===== src/shared/cws_pkg.sv =====
// package: register map, field layout and states of the shutdown and input-select control
package cws_pkg;
   // register byte offsets on the bus
   localparam logic [3:0] CTRL_OFFSET = 4'h0;
   localparam logic [3:0] STATUS_OFFSET = 4'h4;
   localparam logic [3:0] MASK_OFFSET = 4'h8;
   localparam logic [3:0] STATE_OFFSET = 4'hC;
   localparam int ADDR_WIDTH = 4;
   localparam int DATA_WIDTH = 32;

   // reset values
   localparam logic [7:0] CTRL_RESET = 8'h00;
   localparam logic [1:0] STATUS_RESET = 2'h0;
   localparam logic [1:0] MASK_RESET = 2'h0;

   // shutdown level codes
   localparam logic [1:0] LEVEL_DRIVE_HIGH = 2'h3;
   localparam logic [1:0] LEVEL_DRIVE_LOW = 2'h2;
   localparam logic [1:0] LEVEL_FLOAT = 2'h1;
   localparam logic [1:0] LEVEL_INACTIVE = 2'h0;

   // input source codes
   localparam logic [1:0] SRC_PULSE_TWO = 2'h3;
   localparam logic [1:0] SRC_PULSE_ONE = 2'h2;
   localparam logic [1:0] SRC_COMP_TWO = 2'h1;
   localparam logic [1:0] SRC_COMP_ONE = 2'h0;

   // status and mask bit positions
   localparam int EVT_SHUTDOWN_BIT = 0;
   localparam int EVT_RESUME_BIT = 1;

   // control register layout, bit 7 down to bit 0
   typedef struct packed {
      logic [1:0] outBShutdownLevel;
      logic [1:0] outAShutdownLevel;
      logic [1:0] reserved;
      logic [1:0] inputSourceSel;
   } cws_ctrl_t;

   // one output pin: level and enable
   typedef struct packed {
      logic oe;
      logic value;
   } cws_pin_t;

   typedef enum logic [1:0] {
      ST_RUN = 2'b00,
      ST_SHUT = 2'b01,
      ST_HOLD = 2'b10
   } cws_state_t;
endpackage : cws_pkg


===== src/logic/cws_shutdown_ctl.sv =====
// module: shutdown output overrides, input source select and register slave
// Operation
// - shutdown B field 11/10 forces B high/low
// - shutdown B field 01 floats B pin
// - shutdown B field 00: inactive after dead-band
// - shutdown A field 11/10 forces A high/low
// - shutdown A field 01 floats A pin
// - shutdown A field 00: inactive after dead-band
// - overrides apply while shutdown flag set and in hold after it clears
// - middle two control bits read zero
// - codes 01/00 pick comparator two/one
// - overrides hold until first input rising edge
//
// Added by the designer: the Wishbone interface to the registers and the register offsets.
`timescale 1ns/1ns
`default_nettype none
module cws_shutdown_ctl (
   input wire logic clock,
   input wire logic rstn,
   // wishbone classic slave
   input wire logic wbCycI,
   input wire logic wbStbI,
   input wire logic wbWeI,
   input wire logic [cws_pkg::ADDR_WIDTH-1:0] wbAdrI,
   input wire logic [3:0] wbSelI,
   input wire logic [cws_pkg::DATA_WIDTH-1:0] wbDatI,
   output logic [cws_pkg::DATA_WIDTH-1:0] wbDatO,
   output logic wbAckO,
   // sources
   input wire logic comparatorOneOut,
   input wire logic comparatorTwoOut,
   input wire logic pulseModOneOut,
   input wire logic pulseModTwoOut,
   // from neighbouring generator blocks
   input wire logic shutdownEventFlag,
   input wire logic outAInvert,
   input wire logic outBInvert,
   input wire logic deadBandDoneA,
   input wire logic deadBandDoneB,
   // output pins
   output logic waveOutFirst,
   output logic waveOutFirstOe,
   output logic waveOutSecond,
   output logic waveOutSecondOe,
   output logic irq
);

   cws_pkg::cws_ctrl_t ctrl_reg;
   logic [1:0] status_reg;
   logic [1:0] mask_reg;
   cws_pkg::cws_state_t state_reg;
   cws_pkg::cws_state_t state_next;
   logic prevIn_reg;
   logic selIn;
   logic risingIn;
   logic busReq;
   logic busWrite;
   logic [1:0] eventSet;
   cws_pkg::cws_pin_t pinA;
   cws_pkg::cws_pin_t pinB;

   // pin drive during override or normal run
   function automatic cws_pkg::cws_pin_t pinDrive(
      input logic [1:0] level,
      input logic override,
      input logic invert,
      input logic normal,
      input logic dbDone
   );
      cws_pkg::cws_pin_t p;
      p.oe = 1'b1;
      p.value = normal;
      if (override) begin
         case (level)
            cws_pkg::LEVEL_DRIVE_HIGH: p.value = 1'b1;
            cws_pkg::LEVEL_DRIVE_LOW: p.value = 1'b0;
            cws_pkg::LEVEL_FLOAT: begin
               p.oe = 1'b0;
               p.value = 1'b0;
            end
            default: begin
               if (dbDone) begin
                  p.value = invert;
               end
            end
         endcase
      end
      return p;
   endfunction : pinDrive

   // input source routing
   always_comb begin
      case (ctrl_reg.inputSourceSel)
         cws_pkg::SRC_PULSE_TWO: selIn = pulseModTwoOut;
         cws_pkg::SRC_PULSE_ONE: selIn = pulseModOneOut;
         cws_pkg::SRC_COMP_TWO: selIn = comparatorTwoOut;
         default: selIn = comparatorOneOut;
      endcase
   end

   assign risingIn = selIn & ~prevIn_reg;

   always_ff @(posedge clock or negedge rstn) begin
      if (!rstn) begin
         prevIn_reg <= 1'b0;
      end else begin
         prevIn_reg <= selIn;
      end
   end

   // override state
   always_comb begin
      case (state_reg)
         cws_pkg::ST_RUN: begin
            state_next = shutdownEventFlag ? cws_pkg::ST_SHUT : cws_pkg::ST_RUN;
         end
         cws_pkg::ST_SHUT, cws_pkg::ST_HOLD: begin
            if (shutdownEventFlag) begin
               state_next = cws_pkg::ST_SHUT;
            end else if (risingIn) begin
               state_next = cws_pkg::ST_RUN;
            end else begin
               state_next = cws_pkg::ST_HOLD;
            end
         end
         default: state_next = cws_pkg::ST_RUN;
      endcase
   end

   always_ff @(posedge clock or negedge rstn) begin
      if (!rstn) begin
         state_reg <= cws_pkg::ST_RUN;
      end else begin
         state_reg <= state_next;
      end
   end

   // pin outputs in normal run: selected input on A, its complement on B, each XOR'd with its invert input
   always_comb begin
      pinA = pinDrive(ctrl_reg.outAShutdownLevel, state_reg != cws_pkg::ST_RUN,
                      outAInvert, selIn ^ outAInvert, deadBandDoneA);
      pinB = pinDrive(ctrl_reg.outBShutdownLevel, state_reg != cws_pkg::ST_RUN,
                      outBInvert, ~selIn ^ outBInvert, deadBandDoneB);
   end

   always_ff @(posedge clock or negedge rstn) begin
      if (!rstn) begin
         waveOutFirst <= 1'b0;
         waveOutFirstOe <= 1'b0;
         waveOutSecond <= 1'b0;
         waveOutSecondOe <= 1'b0;
      end else begin
         waveOutFirst <= pinA.value;
         waveOutFirstOe <= pinA.oe;
         waveOutSecond <= pinB.value;
         waveOutSecondOe <= pinB.oe;
      end
   end

   // bus slave
   assign busReq = wbCycI & wbStbI & ~wbAckO;
   assign busWrite = busReq & wbWeI & wbSelI[0];

   always_ff @(posedge clock or negedge rstn) begin
      if (!rstn) begin
         wbAckO <= 1'b0;
      end else begin
         wbAckO <= busReq;
      end
   end

   always_ff @(posedge clock or negedge rstn) begin
      if (!rstn) begin
         ctrl_reg <= cws_pkg::CTRL_RESET;
      end else if (busWrite && wbAdrI == cws_pkg::CTRL_OFFSET) begin
         ctrl_reg.outBShutdownLevel <= wbDatI[7:6];
         ctrl_reg.outAShutdownLevel <= wbDatI[5:4];
         ctrl_reg.inputSourceSel <= wbDatI[1:0];
         ctrl_reg.reserved <= 2'h0;
      end
   end

   always_ff @(posedge clock or negedge rstn) begin
      if (!rstn) begin
         mask_reg <= cws_pkg::MASK_RESET;
      end else if (busWrite && wbAdrI == cws_pkg::MASK_OFFSET) begin
         mask_reg <= wbDatI[1:0];
      end
   end

   // sticky events: shutdown entered, normal run resumed; set wins over clear
   assign eventSet[cws_pkg::EVT_SHUTDOWN_BIT] = (state_reg != cws_pkg::ST_SHUT) &&
                                               (state_next == cws_pkg::ST_SHUT);
   assign eventSet[cws_pkg::EVT_RESUME_BIT] = (state_reg != cws_pkg::ST_RUN) &&
                                             (state_next == cws_pkg::ST_RUN);

   always_ff @(posedge clock or negedge rstn) begin
      if (!rstn) begin
         status_reg <= cws_pkg::STATUS_RESET;
      end else if (busWrite && wbAdrI == cws_pkg::STATUS_OFFSET) begin
         status_reg <= (status_reg & ~wbDatI[1:0]) | eventSet;
      end else begin
         status_reg <= status_reg | eventSet;
      end
   end

   always_ff @(posedge clock or negedge rstn) begin
      if (!rstn) begin
         irq <= 1'b0;
      end else begin
         irq <= |(status_reg & mask_reg);
      end
   end

   always_ff @(posedge clock or negedge rstn) begin
      if (!rstn) begin
         wbDatO <= '0;
      end else if (busReq && !wbWeI) begin
         case (wbAdrI)
            cws_pkg::CTRL_OFFSET: wbDatO <= {24'h000000, ctrl_reg};
            cws_pkg::STATUS_OFFSET: wbDatO <= {30'h0, status_reg};
            cws_pkg::MASK_OFFSET: wbDatO <= {30'h0, mask_reg};
            cws_pkg::STATE_OFFSET: wbDatO <= {28'h0000000, selIn, shutdownEventFlag, state_reg};
            default: wbDatO <= '0;
         endcase
      end else begin
         wbDatO <= '0;
      end
   end

   wire logic overrideOn = state_reg != cws_pkg::ST_RUN;
endmodule : cws_shutdown_ctl
`default_nettype wire


===== config.mk =====
export PLATFORM = sky130hd
export DESIGN_NAME = cws_shutdown_ctl
export DESIGN_NICKNAME = d
export VERILOG_FILES = /design/src/shared/cws_pkg.sv /design/src/logic/cws_shutdown_ctl.sv
export SDC_FILE = /design/constraint.sdc
export NUM_CORES = 1
export LEC_CHECK = 0
export ABC_AREA = 1
export BUFFER_PORTS_ARGS = -buffer_cell sky130_fd_sc_hd__buf_2
export CAP_MARGIN = 20
export CORE_MARGIN = 2
export CORE_UTILIZATION = 40
export DETAILED_ROUTE_END_ITERATION = 8
export PLACE_DENSITY_LB_ADDON = 0.05
export SETUP_SLACK_MARGIN = 0.4
export SLEW_MARGIN = 20
export SYNTH_ARGS = -nofsm -noshare
export SYNTH_HDL_FRONTEND = slang
export SYNTH_SLANG_ARGS = --single-unit

===== constraint.sdc =====
create_clock -name clock -period 3.7 [get_ports clock]
set_clock_uncertainty 0.05 [all_clocks]
set_input_delay 0.555 -clock clock [delete_from_list [all_inputs] [get_ports clock]]
set_output_delay 0.555 -clock clock [all_outputs]
set_load 0.01 [all_outputs]

**After elaboration in Yosys (flattened, before gate mapping)**

Cells that the tools add are included.

- Equality and inequality tests: 16
- Multiplexer cells: 16
- Bitwise gates (word level): 15
- Reductions and logical operators: 15

Operators with widths:

| cell | count |
|---|---|
| 32-bit 2-to-1 mux | 1 |
| 8-bit case mux with 4 select lines | 1 |
| 2-bit equality test (second input constant) | 7 |
| 2-bit by 1-bit equality test with 1-bit output (second input constant) | 5 |
| 2-bit 2-to-1 mux | 5 |
| 4-bit equality test (second input constant) | 2 |
| 2-bit OR reduction | 4 |
| 1-bit logical AND | 6 |
| 1-bit AND | 5 |
| 1-bit 2-to-1 mux | 5 |
| 2-bit AND | 2 |
| 4-bit by 3-bit equality test with 1-bit output (second input constant) | 1 |
| 2-bit logical NOT | 2 |
| 4-bit logical NOT | 1 |
| 2-bit OR | 2 |
| 1-bit case mux with 2 select lines | 2 |
| 2-bit case mux with 2 select lines | 1 |
| 1-bit inverter | 3 |
| 1-bit case mux with 3 select lines | 1 |
| 2-bit by 1-bit != test with 1-bit output (second input constant) | 1 |
| 2-bit inverter | 1 |
| 2-bit nonzero test | 1 |
| 1-bit bitwise XOR | 2 |
| 1-bit logical NOT | 1 |

- Register bits after elaboration: 51
- Input port bits: 54

**Longest topological paths before layout**

Gate-level depths: netlist of the first run.

- Depth in word-level cells: 10
- Depth in mapped cells: 8
- Mapped depth without buffers: 8

**Worst setup path before layout of the first run**

Ideal clock, no wire load.

- Path type: input to register
- Start: input port wbCycI
- End: register ctrl_reg[1] (netlist bit)
- Setup time: 117 ps
- Arrival time: 1144 ps
- Slack: 2389 ps
- Cell stages on the path: 6
- Path through: nand3_2 nor2_4 nand4_2 buf_6 nand2_1 o21ai_2

- Cells in the longest elaborated chain, start to end: 5

RTL lines:

| element | line | RTL |
|---|---|---|
| start: declaration | cws_shutdown_ctl.sv:21 | `input wire logic wbCycI,` |
| 1-bit AND (2 in a row) | cws_shutdown_ctl.sv:161 | `assign busReq = wbCycI & wbStbI & ~wbAckO;` |
| 1-bit AND (2 in a row) | cws_shutdown_ctl.sv:162 | `assign busWrite = busReq & wbWeI & wbSelI[0];` |
| 1-bit logical AND | cws_shutdown_ctl.sv:175 | `end else if (busWrite && wbAdrI == cws_pkg::CTRL_OFFSET) begin` |
| end signal: assignment | cws_shutdown_ctl.sv:174 | `ctrl_reg <= cws_pkg::CTRL_RESET;` |
| end: declaration | cws_shutdown_ctl.sv:48 | `cws_pkg::cws_ctrl_t ctrl_reg;` |

Every way passes these cells.
A chain may end at the register's enable or synchronous reset.

**Worst setup path after layout of the first run**

- Start: register wbAckO
- End: register ctrl_reg[7] (netlist bit)

- Cells in the longest elaborated chain, start to end: 5

RTL lines:

| element | line | RTL |
|---|---|---|
| start: declaration | cws_shutdown_ctl.sv:28 | `output logic wbAckO,` |
| start signal: assignment | cws_shutdown_ctl.sv:168 | `wbAckO <= busReq;` |
| 1-bit inverter | cws_shutdown_ctl.sv:161 |  |
| 1-bit AND | cws_shutdown_ctl.sv:161 |  |
| 1-bit AND (2 in a row) | cws_shutdown_ctl.sv:162 |  |
| 1-bit logical AND | cws_shutdown_ctl.sv:175 |  |

Every way passes these cells.

==> flow_metrics.env, run 1 <==
export IMPL_critPathSlowestCell="dfrtp_1"
export IMPL_worstSkewPairLatency_ps=270
export IMPL_grt_start_max_net_pins=28
export IMPL_synth_top_area_cells="dfrtp_1 45%, buf_4 12%, nand2_1 7.5%, inv_1 6.5%, o21ai_2 3.5%"
export IMPL_postSynth_asyncResetShare_pct=100
export IMPL_ys_warnings=0
export IMPL_finish_net_count=269
export IMPL_worst_endpoint_required_ps=3810
export IMPL_seq_area_frac_synth_pct=44.7
export IMPL_fmax_mhz=705
export IMPL_critPathBufInv=1
export IMPL_route_vias_total=1158
export IMPL_cts_tree="yes"
export IMPL_timing_setup_tns_ps=0
export IMPL_worst_setup_path_end_kind="flop"
export IMPL_max_cap_violations=0
export IMPL_slew_violations=0
export IMPL_initial_core_util_pct=41.6
export IMPL_largest_register_ff_count=8
export IMPL_synth_enable_flop_cells=0
export IMPL_total_switching_power_mw=0.206
export IMPL_cts_htree_levels=1
export IMPL_post_cts_repair_setup_buffers=0
export IMPL_drc=0
export IMPL_wl_per_cell_um=10.6
export IMPL_max_slew_worst_pin_slew_ps=613
export IMPL_chipWidth_um=65.5
export IMPL_synth_top_area_share_pct=44.7
export IMPL_cellInternalPower_mw=0.454
export IMPL_leakage_power_of_the_design_nw=0.929
export IMPL_gp_congestion=0.825
export IMPL_core_area_um2=3630
export IMPL_netlist_top_cell_by_area="dfrtp_1"
export IMPL_rsz0062_at_grt="no"
export IMPL_floorplan_die_area_um2=4290
export IMPL_cp_num_cells=6
export IMPL_antenna_diode_count=0
export IMPL_syn_instance_count=172
export IMPL_detailed_place_hpwl_mm=2.22
export IMPL_cp_top_family="simple AND/OR/NAND/NOR gates"
export IMPL_final_min_clock_period_ps=1420
export IMPL_setup_violations=0
export IMPL_drive_gt1_share_pct=28.0
export IMPL_cts_root_to_sink_buffers=2
export IMPL_powerDensity_nw_per_um2=390
export IMPL_post_drt_via_cell_ratio=4.47
export IMPL_yosys_cell_types_count=25
export IMPL_relSlewSlack_pct=59.2
export IMPL_worstRegToRegCells=6
export IMPL_number_of_global_route_vias_before_repair=1095
export IMPL_die_y_um=65.5
export IMPL_largest_voltage_drop_on_the_vdd_net_v=0.000139
export IMPL_worst_hold_path_type="in -> async"
export IMPL_detailedRoute_firstPassIterationCount=4
export IMPL_share_clk_of_total_power_pct=25.0
export IMPL_cp_data_arrival_time_ps=1530
export IMPL_critical_path_peak_fanout=12
export IMPL_power_share_switching_pct=31.2
export IMPL_drtAntennaViolNets=0
export IMPL_cts_hold_buffers=0
export IMPL_fp_row_count=22
export IMPL_clock_root_buffer="clkbuf_8"
export IMPL_cts_repair_resized=0
export IMPL_critical_path_cell_chain="inv_1, nand3_2, nor2_4, nand4_2, nand2_1, o21ai_2"
export IMPL_clk_pin_slew_worst_paths_ps=90
export IMPL_worst_path_largest_cell_delay_ps=390
export IMPL_placed_cells_incl_taps=255
export IMPL_finalHoldViolations=0
export IMPL_areaGrowthSynthToFinish_pct=11.9
export IMPL_global_route_wire_length_before_repair_mm=4.73
export IMPL_synth_ff_type="dfrtp_1"
export IMPL_grt_antenna_before_repair=0
export IMPL_crit_type="reg -> reg"
export IMPL_run_status="finished clean"
export IMPL_postSynthAreaPerCell_um2=8.79
export IMPL_synth_ff_latch_count=27
export IMPL_crit_path_start_kind="flop"
export IMPL_tritoncts_num_buffers=3
export IMPL_postLayoutCoreUtil_pct=46.6
export IMPL_seq_power_share_pct=50.6
export IMPL_grt_util_all_layers_pct=14.2
export IMPL_grt_ovf=0
export IMPL_detail_route_wirelength_mm=2.74
export IMPL_count_of_placed_standard_cells_in_the_final_layout_fillers_left_out=259
export IMPL_post_route_period_util_pct=38.3
export IMPL_initialDrtViolationCount=26
export IMPL_buffer_ports_inserted=38
export IMPL_mappedNetlistArea_um2=1510
export IMPL_io_pin_count=92
export IMPL_tritoncts_num_sinks=27
export IMPL_pwr_share_comb_pct=24.4
## per-stage QoR
stage          setup slack (ps)  cell area, um2  hold WS (ps)  power, mW
6_report                   2280            1690           238      0.660
5_1_grt                    2110            1690           272      0.706
4_1_cts                    2250            1690           244      0.668
3_5_place_dp               2030            1650           451      0.501
3_3_place_gp               2050            1650           449      0.496
2_1_floorplan              2390            1600           209      0.465
## power by group through the flow
stage / Clock, mW / Combinational [mW] / Sequential, mW
final: 0.165 / 0.161 / 0.334
after floorplan: 0 / 0.122 / 0.343
after global placement: 0 / 0.158 / 0.339
after CTS: 0.172 / 0.162 / 0.334
after detailed placement: 0 / 0.161 / 0.340
after global routing: 0.184 / 0.184 / 0.338
## synthesized netlist by cell type, types with 3 or more instances
master / instances
nand2_1: 30
dfrtp_1: 27
inv_1: 26
buf_4: 24
nand3_1: 8
nor3_1: 8
o21ai_0: 8
nor2_1: 6
o21ai_2: 6
nand4_1: 5
ha_1: 3
nand3_2: 3
## cells in the final DEF, fill, tap and decap left out
| master | netlist | routed |
|---|---|---|
| or2_1 | 1 | 1 |
| clkinv_2 | 0 | 1 |
| nand2_2 | 2 | 2 |
| nand4_2 | 1 | 1 |
| a31oi_1 | 2 | 2 |
| o21ai_0 | 8 | 8 |
| nand3_2 | 3 | 3 |
| o21a_1 | 1 | 1 |
| dfrtp_1 | 27 | 27 |
| o21ai_2 | 6 | 6 |
| clkbuf_8 | 0 | 3 |
| inv_1 | 26 | 26 |
| a22o_1 | 1 | 1 |
| inv_2 | 2 | 2 |
| nor2_4 | 2 | 2 |
| nand3_1 | 8 | 8 |
| nor3_1 | 8 | 8 |
| nor2_1 | 6 | 6 |
| nor2_8 | 1 | 1 |
| ha_1 | 3 | 3 |
| buf_2 | 0 | 38 |
| nand4_1 | 5 | 5 |
| conb_1 | 1 | 24 |
| nand3b_1 | 1 | 1 |
| nor3b_1 | 1 | 1 |
| nand2_1 | 30 | 30 |
## cell families after synthesis
family	synth area share, %
AND/OR/NAND/NOR	24.2
buffers and inverters	20.4
other	0.248
AO/OA/AOI/OAI	8.03
flip-flops	44.7
adder cells (fa/ha/maj)	2.48
## worst paths after layout
| check | start | to | slack (ps) |
|---|---|---|---|
| setup / recovery | wbAckO | ctrl_reg[7] | 2280 |
| hold / removal | rstn | wbDatO[5] | 240 |
| setup reg to reg | wbAckO | ctrl_reg[7] | 2280 |
| hold reg to reg | ctrl_reg[7] | waveOutSecondOe | 470 |
| max in group asynchronous | rstn | ctrl_reg[0] | 2970 |
| min in group clock | wbDatI[4] | ctrl_reg[4] | 460 |
## metal layers
| layer | GRT usage [%] | share of wire (%) |
|---|---|---|
| met5 | 0 | 0 |
| met4 | 6.25 | 1.7 |
| met3 | 1.71 | 5.5 |
| met2 | 22.7 | 47 |
| met1 | 19.5 | 46 |
## final cells by class
class,count,area (um2)
clock buffers,3,41.3
clock inverters,1,5.00
well taps,48,60.1
flip-flops and latches,27,676
multi-input cells,114,614
fillers,405,1940
repair buffers,38,190
inverters,28,105
No activity file was read; power rests on OpenSTA's default activity.
==> run 2, diff against run 1 <==
- CORE_UTILIZATION: 40 -> 39
- clock period: 3.7 -> 1.3 ns (I/O delays scaled with it)
==> run 2 against run 1 <==
Effect of this change:
- sequential share of layout area shrank 5.0 points
- global-route usage up 0.47 points
- first-iteration DRC count is 65% higher
- core utilization rose by 6.1 points
- power grew to 3.2 times the previous value
- via count rose by 1.3%
- maximum frequency up 14%
- largest power group unchanged
==> flow_metrics.env, run 2 (synthesis results as in run 1) <==
export IMPL_run_status="finished clean"
export IMPL_timing_setup_tns_ps=0
export IMPL_cp_data_arrival_time_ps=1360
export IMPL_worst_endpoint_required_ps=1420
export IMPL_power_share_switching_pct=32.8
export IMPL_gp_congestion=0.801
export IMPL_die_y_um=66.3
export IMPL_share_clk_of_total_power_pct=22.4
export IMPL_io_pin_count=92
export IMPL_fmax_mhz=808
export IMPL_clk_pin_slew_worst_paths_ps=90
export IMPL_chipWidth_um=66.3
export IMPL_fillers=365
export IMPL_rsz0062_at_grt="yes"
export IMPL_critical_path_cell_chain="inv_2, ha_4, nor3b_2, nand2_1, nand2_1, nand2_1"
export IMPL_mostFrequentLayoutCell="buf_2"
export IMPL_cp_top_family="flip-flops"
export IMPL_crit_type="reg -> reg"
export IMPL_total_switching_power_mw=0.700
export IMPL_worst_path_largest_cell_delay_ps=400
export IMPL_number_of_global_route_vias_before_repair=1080
export IMPL_critPathSlowestCell="dfrtp_1"
export IMPL_leakage_power_of_the_design_nw=0.993
export IMPL_cellInternalPower_mw=1.44
export IMPL_worst_setup_path_end_kind="flop"
export IMPL_cp_common_cell="nand2_1"
export IMPL_core_area_um2=3690
export IMPL_initial_core_util_pct=41.0
export IMPL_grt_ovf=0
export IMPL_cts_root_to_sink_buffers=2
export IMPL_final_min_clock_period_ps=1240
export IMPL_powerDensity_nw_per_um2=1100
export IMPL_tritoncts_num_sinks=27
export IMPL_multi_input_comb_area_um2=752
export IMPL_grt_util_all_layers_pct=14.7
export IMPL_detailedRoute_firstPassIterationCount=4
export IMPL_critPathBufInv=1
export IMPL_layout_cells_most_common_list="38 x buf_2, 25 x dfrtp_1, 24 x conb_1"
export IMPL_detail_route_wirelength_mm=3.01
export IMPL_buffer_ports_inserted=38
export IMPL_largest_voltage_drop_on_the_vdd_net_v=0.000473
export IMPL_areaGrowthSynthToFinish_pct=28.6
export IMPL_crit_path_start_kind="flop"
export IMPL_tritoncts_num_buffers=3
export IMPL_floorplan_die_area_um2=4390
export IMPL_clock_root_buffer="clkbuf_8"
export IMPL_ff_latch_area_um2=678
export IMPL_cts_htree_levels=1
export IMPL_report_power_total_mw=2.14
export IMPL_drc=0
export IMPL_post_route_period_util_pct=95.3
export IMPL_finish_net_count=279
export IMPL_fp_row_count=22
export IMPL_antenna_diode_count=0
export IMPL_global_route_wire_length_before_repair_mm=4.90
export IMPL_drive_gt1_share_pct=43.4
export IMPL_critical_path_peak_fanout=3
export IMPL_groute_layer_met3_usage_pct=1.53
export IMPL_final_cell_area_um2=1940
export IMPL_met2_usage_pct=23.8
export IMPL_route_vias_total=1173
export IMPL_seq_power_share_pct=45.0
export IMPL_largest_register_ff_count=8
export IMPL_cts_tree="yes"
export IMPL_grt_busiest_layer="met2"
export IMPL_wl_per_cell_um=11.2
export IMPL_worstSkewPairLatency_ps=270
export IMPL_initialDrtViolationCount=43
export IMPL_grt_antenna_before_repair=0
export IMPL_detailed_place_hpwl_mm=2.24
export IMPL_max_cap_violations=0
export IMPL_hold_worst_slack_ps=102
export IMPL_grt_start_max_net_pins=17
export IMPL_setup_violations=0
export IMPL_post_drt_via_cell_ratio=4.36
export IMPL_worst_hold_path_type="in -> reg"
export IMPL_slew_violations=0
export IMPL_finalHoldViolations=0
export IMPL_drtAntennaViolNets=0
export IMPL_gr_usage_met1_pct=19.7
export IMPL_pwr_share_comb_pct=32.6
export IMPL_detailed_place_area_um2=1740
## run 2: cell types whose count changed in the layout (fill, tap and decap cells not counted), moves of 5 or more
cell | before | now
buf_4 | 0 | 6
nand2_1 | 30 | 23
nand2_2 | 2 | 8
nor3_1 | 8 | 1
nor3_2 | 0 | 5
o21ai_0 | 8 | 2
## run 2: path summary, 6_finish.rpt
check,startpoint,end,slack [ps],depth (start not counted)
worst max-delay path,state_reg[0],status_reg[1],60,6
worst min-delay path,wbDatI[4],ctrl_reg[4],100,3
worst max register to register,state_reg[0],status_reg[1],60,6
worst min register to register,mask_reg[0],mask_reg[0],500,2
max in group asynchronous,rstn,waveOutSecond,500,3
min in group asynchronous,rstn,irq,320,2
## run 2: layer usage
metal	share of wire [%]	vias to the layer above
met5	0	-
met4	1.6	0
met3	5.3	4
met2	49	45
met1	44	531
li1	-	593
## run 2: worst reg2reg max path: stages (launching register included)
cell and delay (ps):
dfrtp_1 400, inv_2 70, ha_4 280, nor3b_2 160, nand2_1 90, nand2_1 60
nand2_1 40
## run 2: repair_timing
item / CTS / global route
buffers inserted: 5 / 2
hold endpoints to repair: 14 / 0
pin swaps: 6 / 10
gates resized for setup: 19 / 8
endpoints found under the setup margin: 39 / 39
hold buffers: 1 / 0
## run 2: through the flow
step / setup WS [ps] / utilization (%) / std cells
global route: -21.1 / 52.7 / 269
detailed placement: 45.7 / 47.2 / 257
floorplan: 86.4 / - / 195
CTS: 41.8 / 51.7 / 267
finish: 61.7 / 52.7 / 269
global placement: 68.2 / 47.2 / 257
## run 2: layout make-up
cell class	count	area share, %
flip-flops and latches	27	34.9
clock inverters	1	0.386
multi-input cells	114	38.7
repair buffers	48	15.3
inverters	28	5.54
clock buffers	3	2.12
well taps	48	3.09
## run 2: power groups by stage
stage                     combinational (mW)  sequential (mW)  clock (mW)
after floorplan                        0.411            0.981           0
after global placement                 0.525            0.969           0
after detailed placement               0.537            0.972           0
after CTS                              0.643            0.959       0.493
after global routing                   0.760            0.972       0.536
final                                  0.697            0.962       0.478
==> run 3, diff against run 2 <==
- CELL_PAD_IN_SITES_DETAIL_PLACEMENT: not set -> 2
- CELL_PAD_IN_SITES_GLOBAL_PLACEMENT: not set -> 2
- CORE_UTILIZATION: 39 -> 20
==> run 3 against run 2 <==
Effect of this change:
- the flow now finishes with violations (setup timing)
- critical path depth grew 1
- non-clock buffer count is the same
- core utilization shrank 24 points
- combinational power grew 4.7%
- final cell count grew 19%
- global-route usage shrank 4.8 points
- largest power group unchanged
==> flow_metrics.env, run 3 (synthesis results as in run 1) <==
export IMPL_powerDensity_nw_per_um2=1050
export IMPL_finalHoldViolations=0
export IMPL_final_min_clock_period_ps=1300
export IMPL_crit_startpoint="wbAckO"
export IMPL_run_status="complete, but fails checks"
export IMPL_worst_setup_path_end_kind="flop"
export IMPL_global_route_wire_length_before_repair_mm=6.65
export IMPL_buffer_ports_inserted=38
export IMPL_mostFrequentLayoutCell="buf_2"
export IMPL_post_drt_via_cell_ratio=3.86
export IMPL_wl_per_cell_um=12.8
export IMPL_die_y_um=90.9
export IMPL_cp_top_family="simple AND/OR/NAND/NOR gates"
export IMPL_pwr_share_comb_pct=33.4
export IMPL_cts_htree_levels=1
export IMPL_drtAntennaViolNets=0
export IMPL_initial_core_util_pct=20.7
export IMPL_tritoncts_num_buffers=3
export IMPL_placed_cells_incl_taps=309
export IMPL_power_share_switching_pct=34.0
export IMPL_chipWidth_um=90.9
export IMPL_seq_power_share_pct=44.1
export IMPL_grt_ovf=0
export IMPL_hold_worst_slack_ps=103
export IMPL_drc=0
export IMPL_fp_row_count=31
export IMPL_largest_voltage_drop_on_the_vdd_net_v=0.000405
export IMPL_initialDrtViolationCount=22
export IMPL_core_area_um2=7290
export IMPL_io_pin_count=92
export IMPL_max_cap_violations=0
export IMPL_rsz0062_at_grt="yes"
export IMPL_critPathBufInv=2
export IMPL_grt_antenna_before_repair=0
export IMPL_postLayoutCoreUtil_pct=28.7
export IMPL_setup_ws_ps=-3.50
export IMPL_worst_endpoint_required_ps=1420
export IMPL_hold_path_startpoint="wbDatI[4]"
export IMPL_drive_gt1_share_pct=48.4
export IMPL_finish_net_count=279
export IMPL_worst_path_largest_cell_delay_ps=400
export IMPL_grt_start_max_net_pins=28
export IMPL_detailedRoute_firstPassIterationCount=2
export IMPL_cts_tree="yes"
export IMPL_layout_cells_most_common_list="36 x buf_2, 24 x conb_1, 24 x dfrtp_1"
export IMPL_grt_util_all_layers_pct=9.93
export IMPL_crit_path_start_kind="flop"
export IMPL_largest_register_ff_count=8
export IMPL_post_route_period_util_pct=100
export IMPL_route_vias_total=1234
export IMPL_cellInternalPower_mw=1.44
export IMPL_tritoncts_num_sinks=27
export IMPL_cp_data_arrival_time_ps=1420
export IMPL_number_of_global_route_vias_before_repair=1337
export IMPL_count_of_placed_standard_cells_in_the_final_layout_fillers_left_out=320
export IMPL_share_clk_of_total_power_pct=22.5
export IMPL_r2r_start="wbAckO"
export IMPL_detail_route_wirelength_mm=4.08
export IMPL_worst_hold_path_type="in -> reg"
export IMPL_leakage_power_of_the_design_nw=1.01
export IMPL_antenna_diode_count=0
export IMPL_slew_violations=0
export IMPL_critical_path_cell_chain="inv_2, nand3_4, nor2_4, nand4_4, buf_12, nand2_2, o21ai_2"
export IMPL_areaGrowthSynthToFinish_pct=38.3
export IMPL_detailed_place_hpwl_mm=3.11
export IMPL_report_power_total_mw=2.19
export IMPL_floorplan_die_area_um2=8270
export IMPL_timing_setup_tns_ps=-3.50
export IMPL_crit_type="reg -> reg"
export IMPL_gp_congestion=0.745
export IMPL_cts_root_to_sink_buffers=2
export IMPL_fmax_mhz=767
export IMPL_setup_violations=1
export IMPL_violations_in_the_final_reports="setup timing"
export IMPL_clock_root_buffer="clkbuf_8"
export IMPL_critPathSlowestCell="dfrtp_1"
export IMPL_worstSkewPairLatency_ps=270
export IMPL_critical_path_peak_fanout=6
export IMPL_total_switching_power_mw=0.743
export IMPL_clk_pin_slew_worst_paths_ps=100
-- run 3: changes by cell type in the layout (fill, tap and decap cells not counted), moves of 2 or more --
cell,before,now
nand2_1,23,20
buf_6,1,4
buf_2,38,36
nor2_1,6,1
nand2_4,1,3
nand3_2,3,1
nor2_2,0,5
-- run 3: area by class of cell --
| cell class | count | area [um2] |
|---|---|---|
| fillers | 867 | 5200 |
| multi-input cells | 114 | 817 |
| flip-flops and latches | 27 | 679 |
| repair buffers | 48 | 318 |
| well taps | 99 | 124 |
| inverters | 28 | 108 |
| clock buffers | 4 | 45.0 |
-- run 3: path summary, 6_finish.rpt --
path	cells after the start	slack, ps	end
max	7	-4	ctrl_reg[7]
min in group asynchronous	3	400	wbAckO
max in group asynchronous	3	500	ctrl_reg[4]
min reg2reg	2	500	status_reg[1]
min	3	100	ctrl_reg[4]
max reg2reg	7	-4	ctrl_reg[7]
-- run 3: routing by layer --
layer / wire length (um) / share of wire (%) / global-route usage (%)
met1: 1730 / 42 / 13.1
met3: 161 / 3.9 / 1.16
met2: 2140 / 52 / 16.9
met5: 0 / 0 / 0
met4: 47 / 1.2 / 3.41
-- run 3: per-stage QoR --
stage	area (um2)	worst slack, ps
after global placement	1800	43.9
after floorplan	1650	86.4
after CTS	1940	10.1
after detailed placement	1800	27.3
final	2090	-3.50
after global routing	2090	-81.5
-- run 3: repair_timing --
action	in CTS	in global routing
hold buffers	1	0
gates resized for setup	19	29
endpoints found under the setup margin	39	39
pin swaps	7	14
hold endpoints to repair	27	0
buffers inserted	3	2
gates cloned	0	1
-- run 3: worst reg2reg max path: cells and delay by family, from the launching register on --
kind | cells | cell delay, ps
AOI/OAI and AO/OA | 1 | 50
buffers and inverters | 2 | 250
DFF | 1 | 400
and+or+nand+nor | 4 | 450
-- run 3: power groups by stage --
stage | Sequential (mW) | Combinational [mW] | Clock, mW
floorplan | 0.981 | 0.411 | 0
global placement | 0.971 | 0.555 | 0
detailed placement | 0.974 | 0.562 | 0
CTS | 0.960 | 0.651 | 0.519
global route | 0.977 | 0.819 | 0.552
finish | 0.964 | 0.730 | 0.492
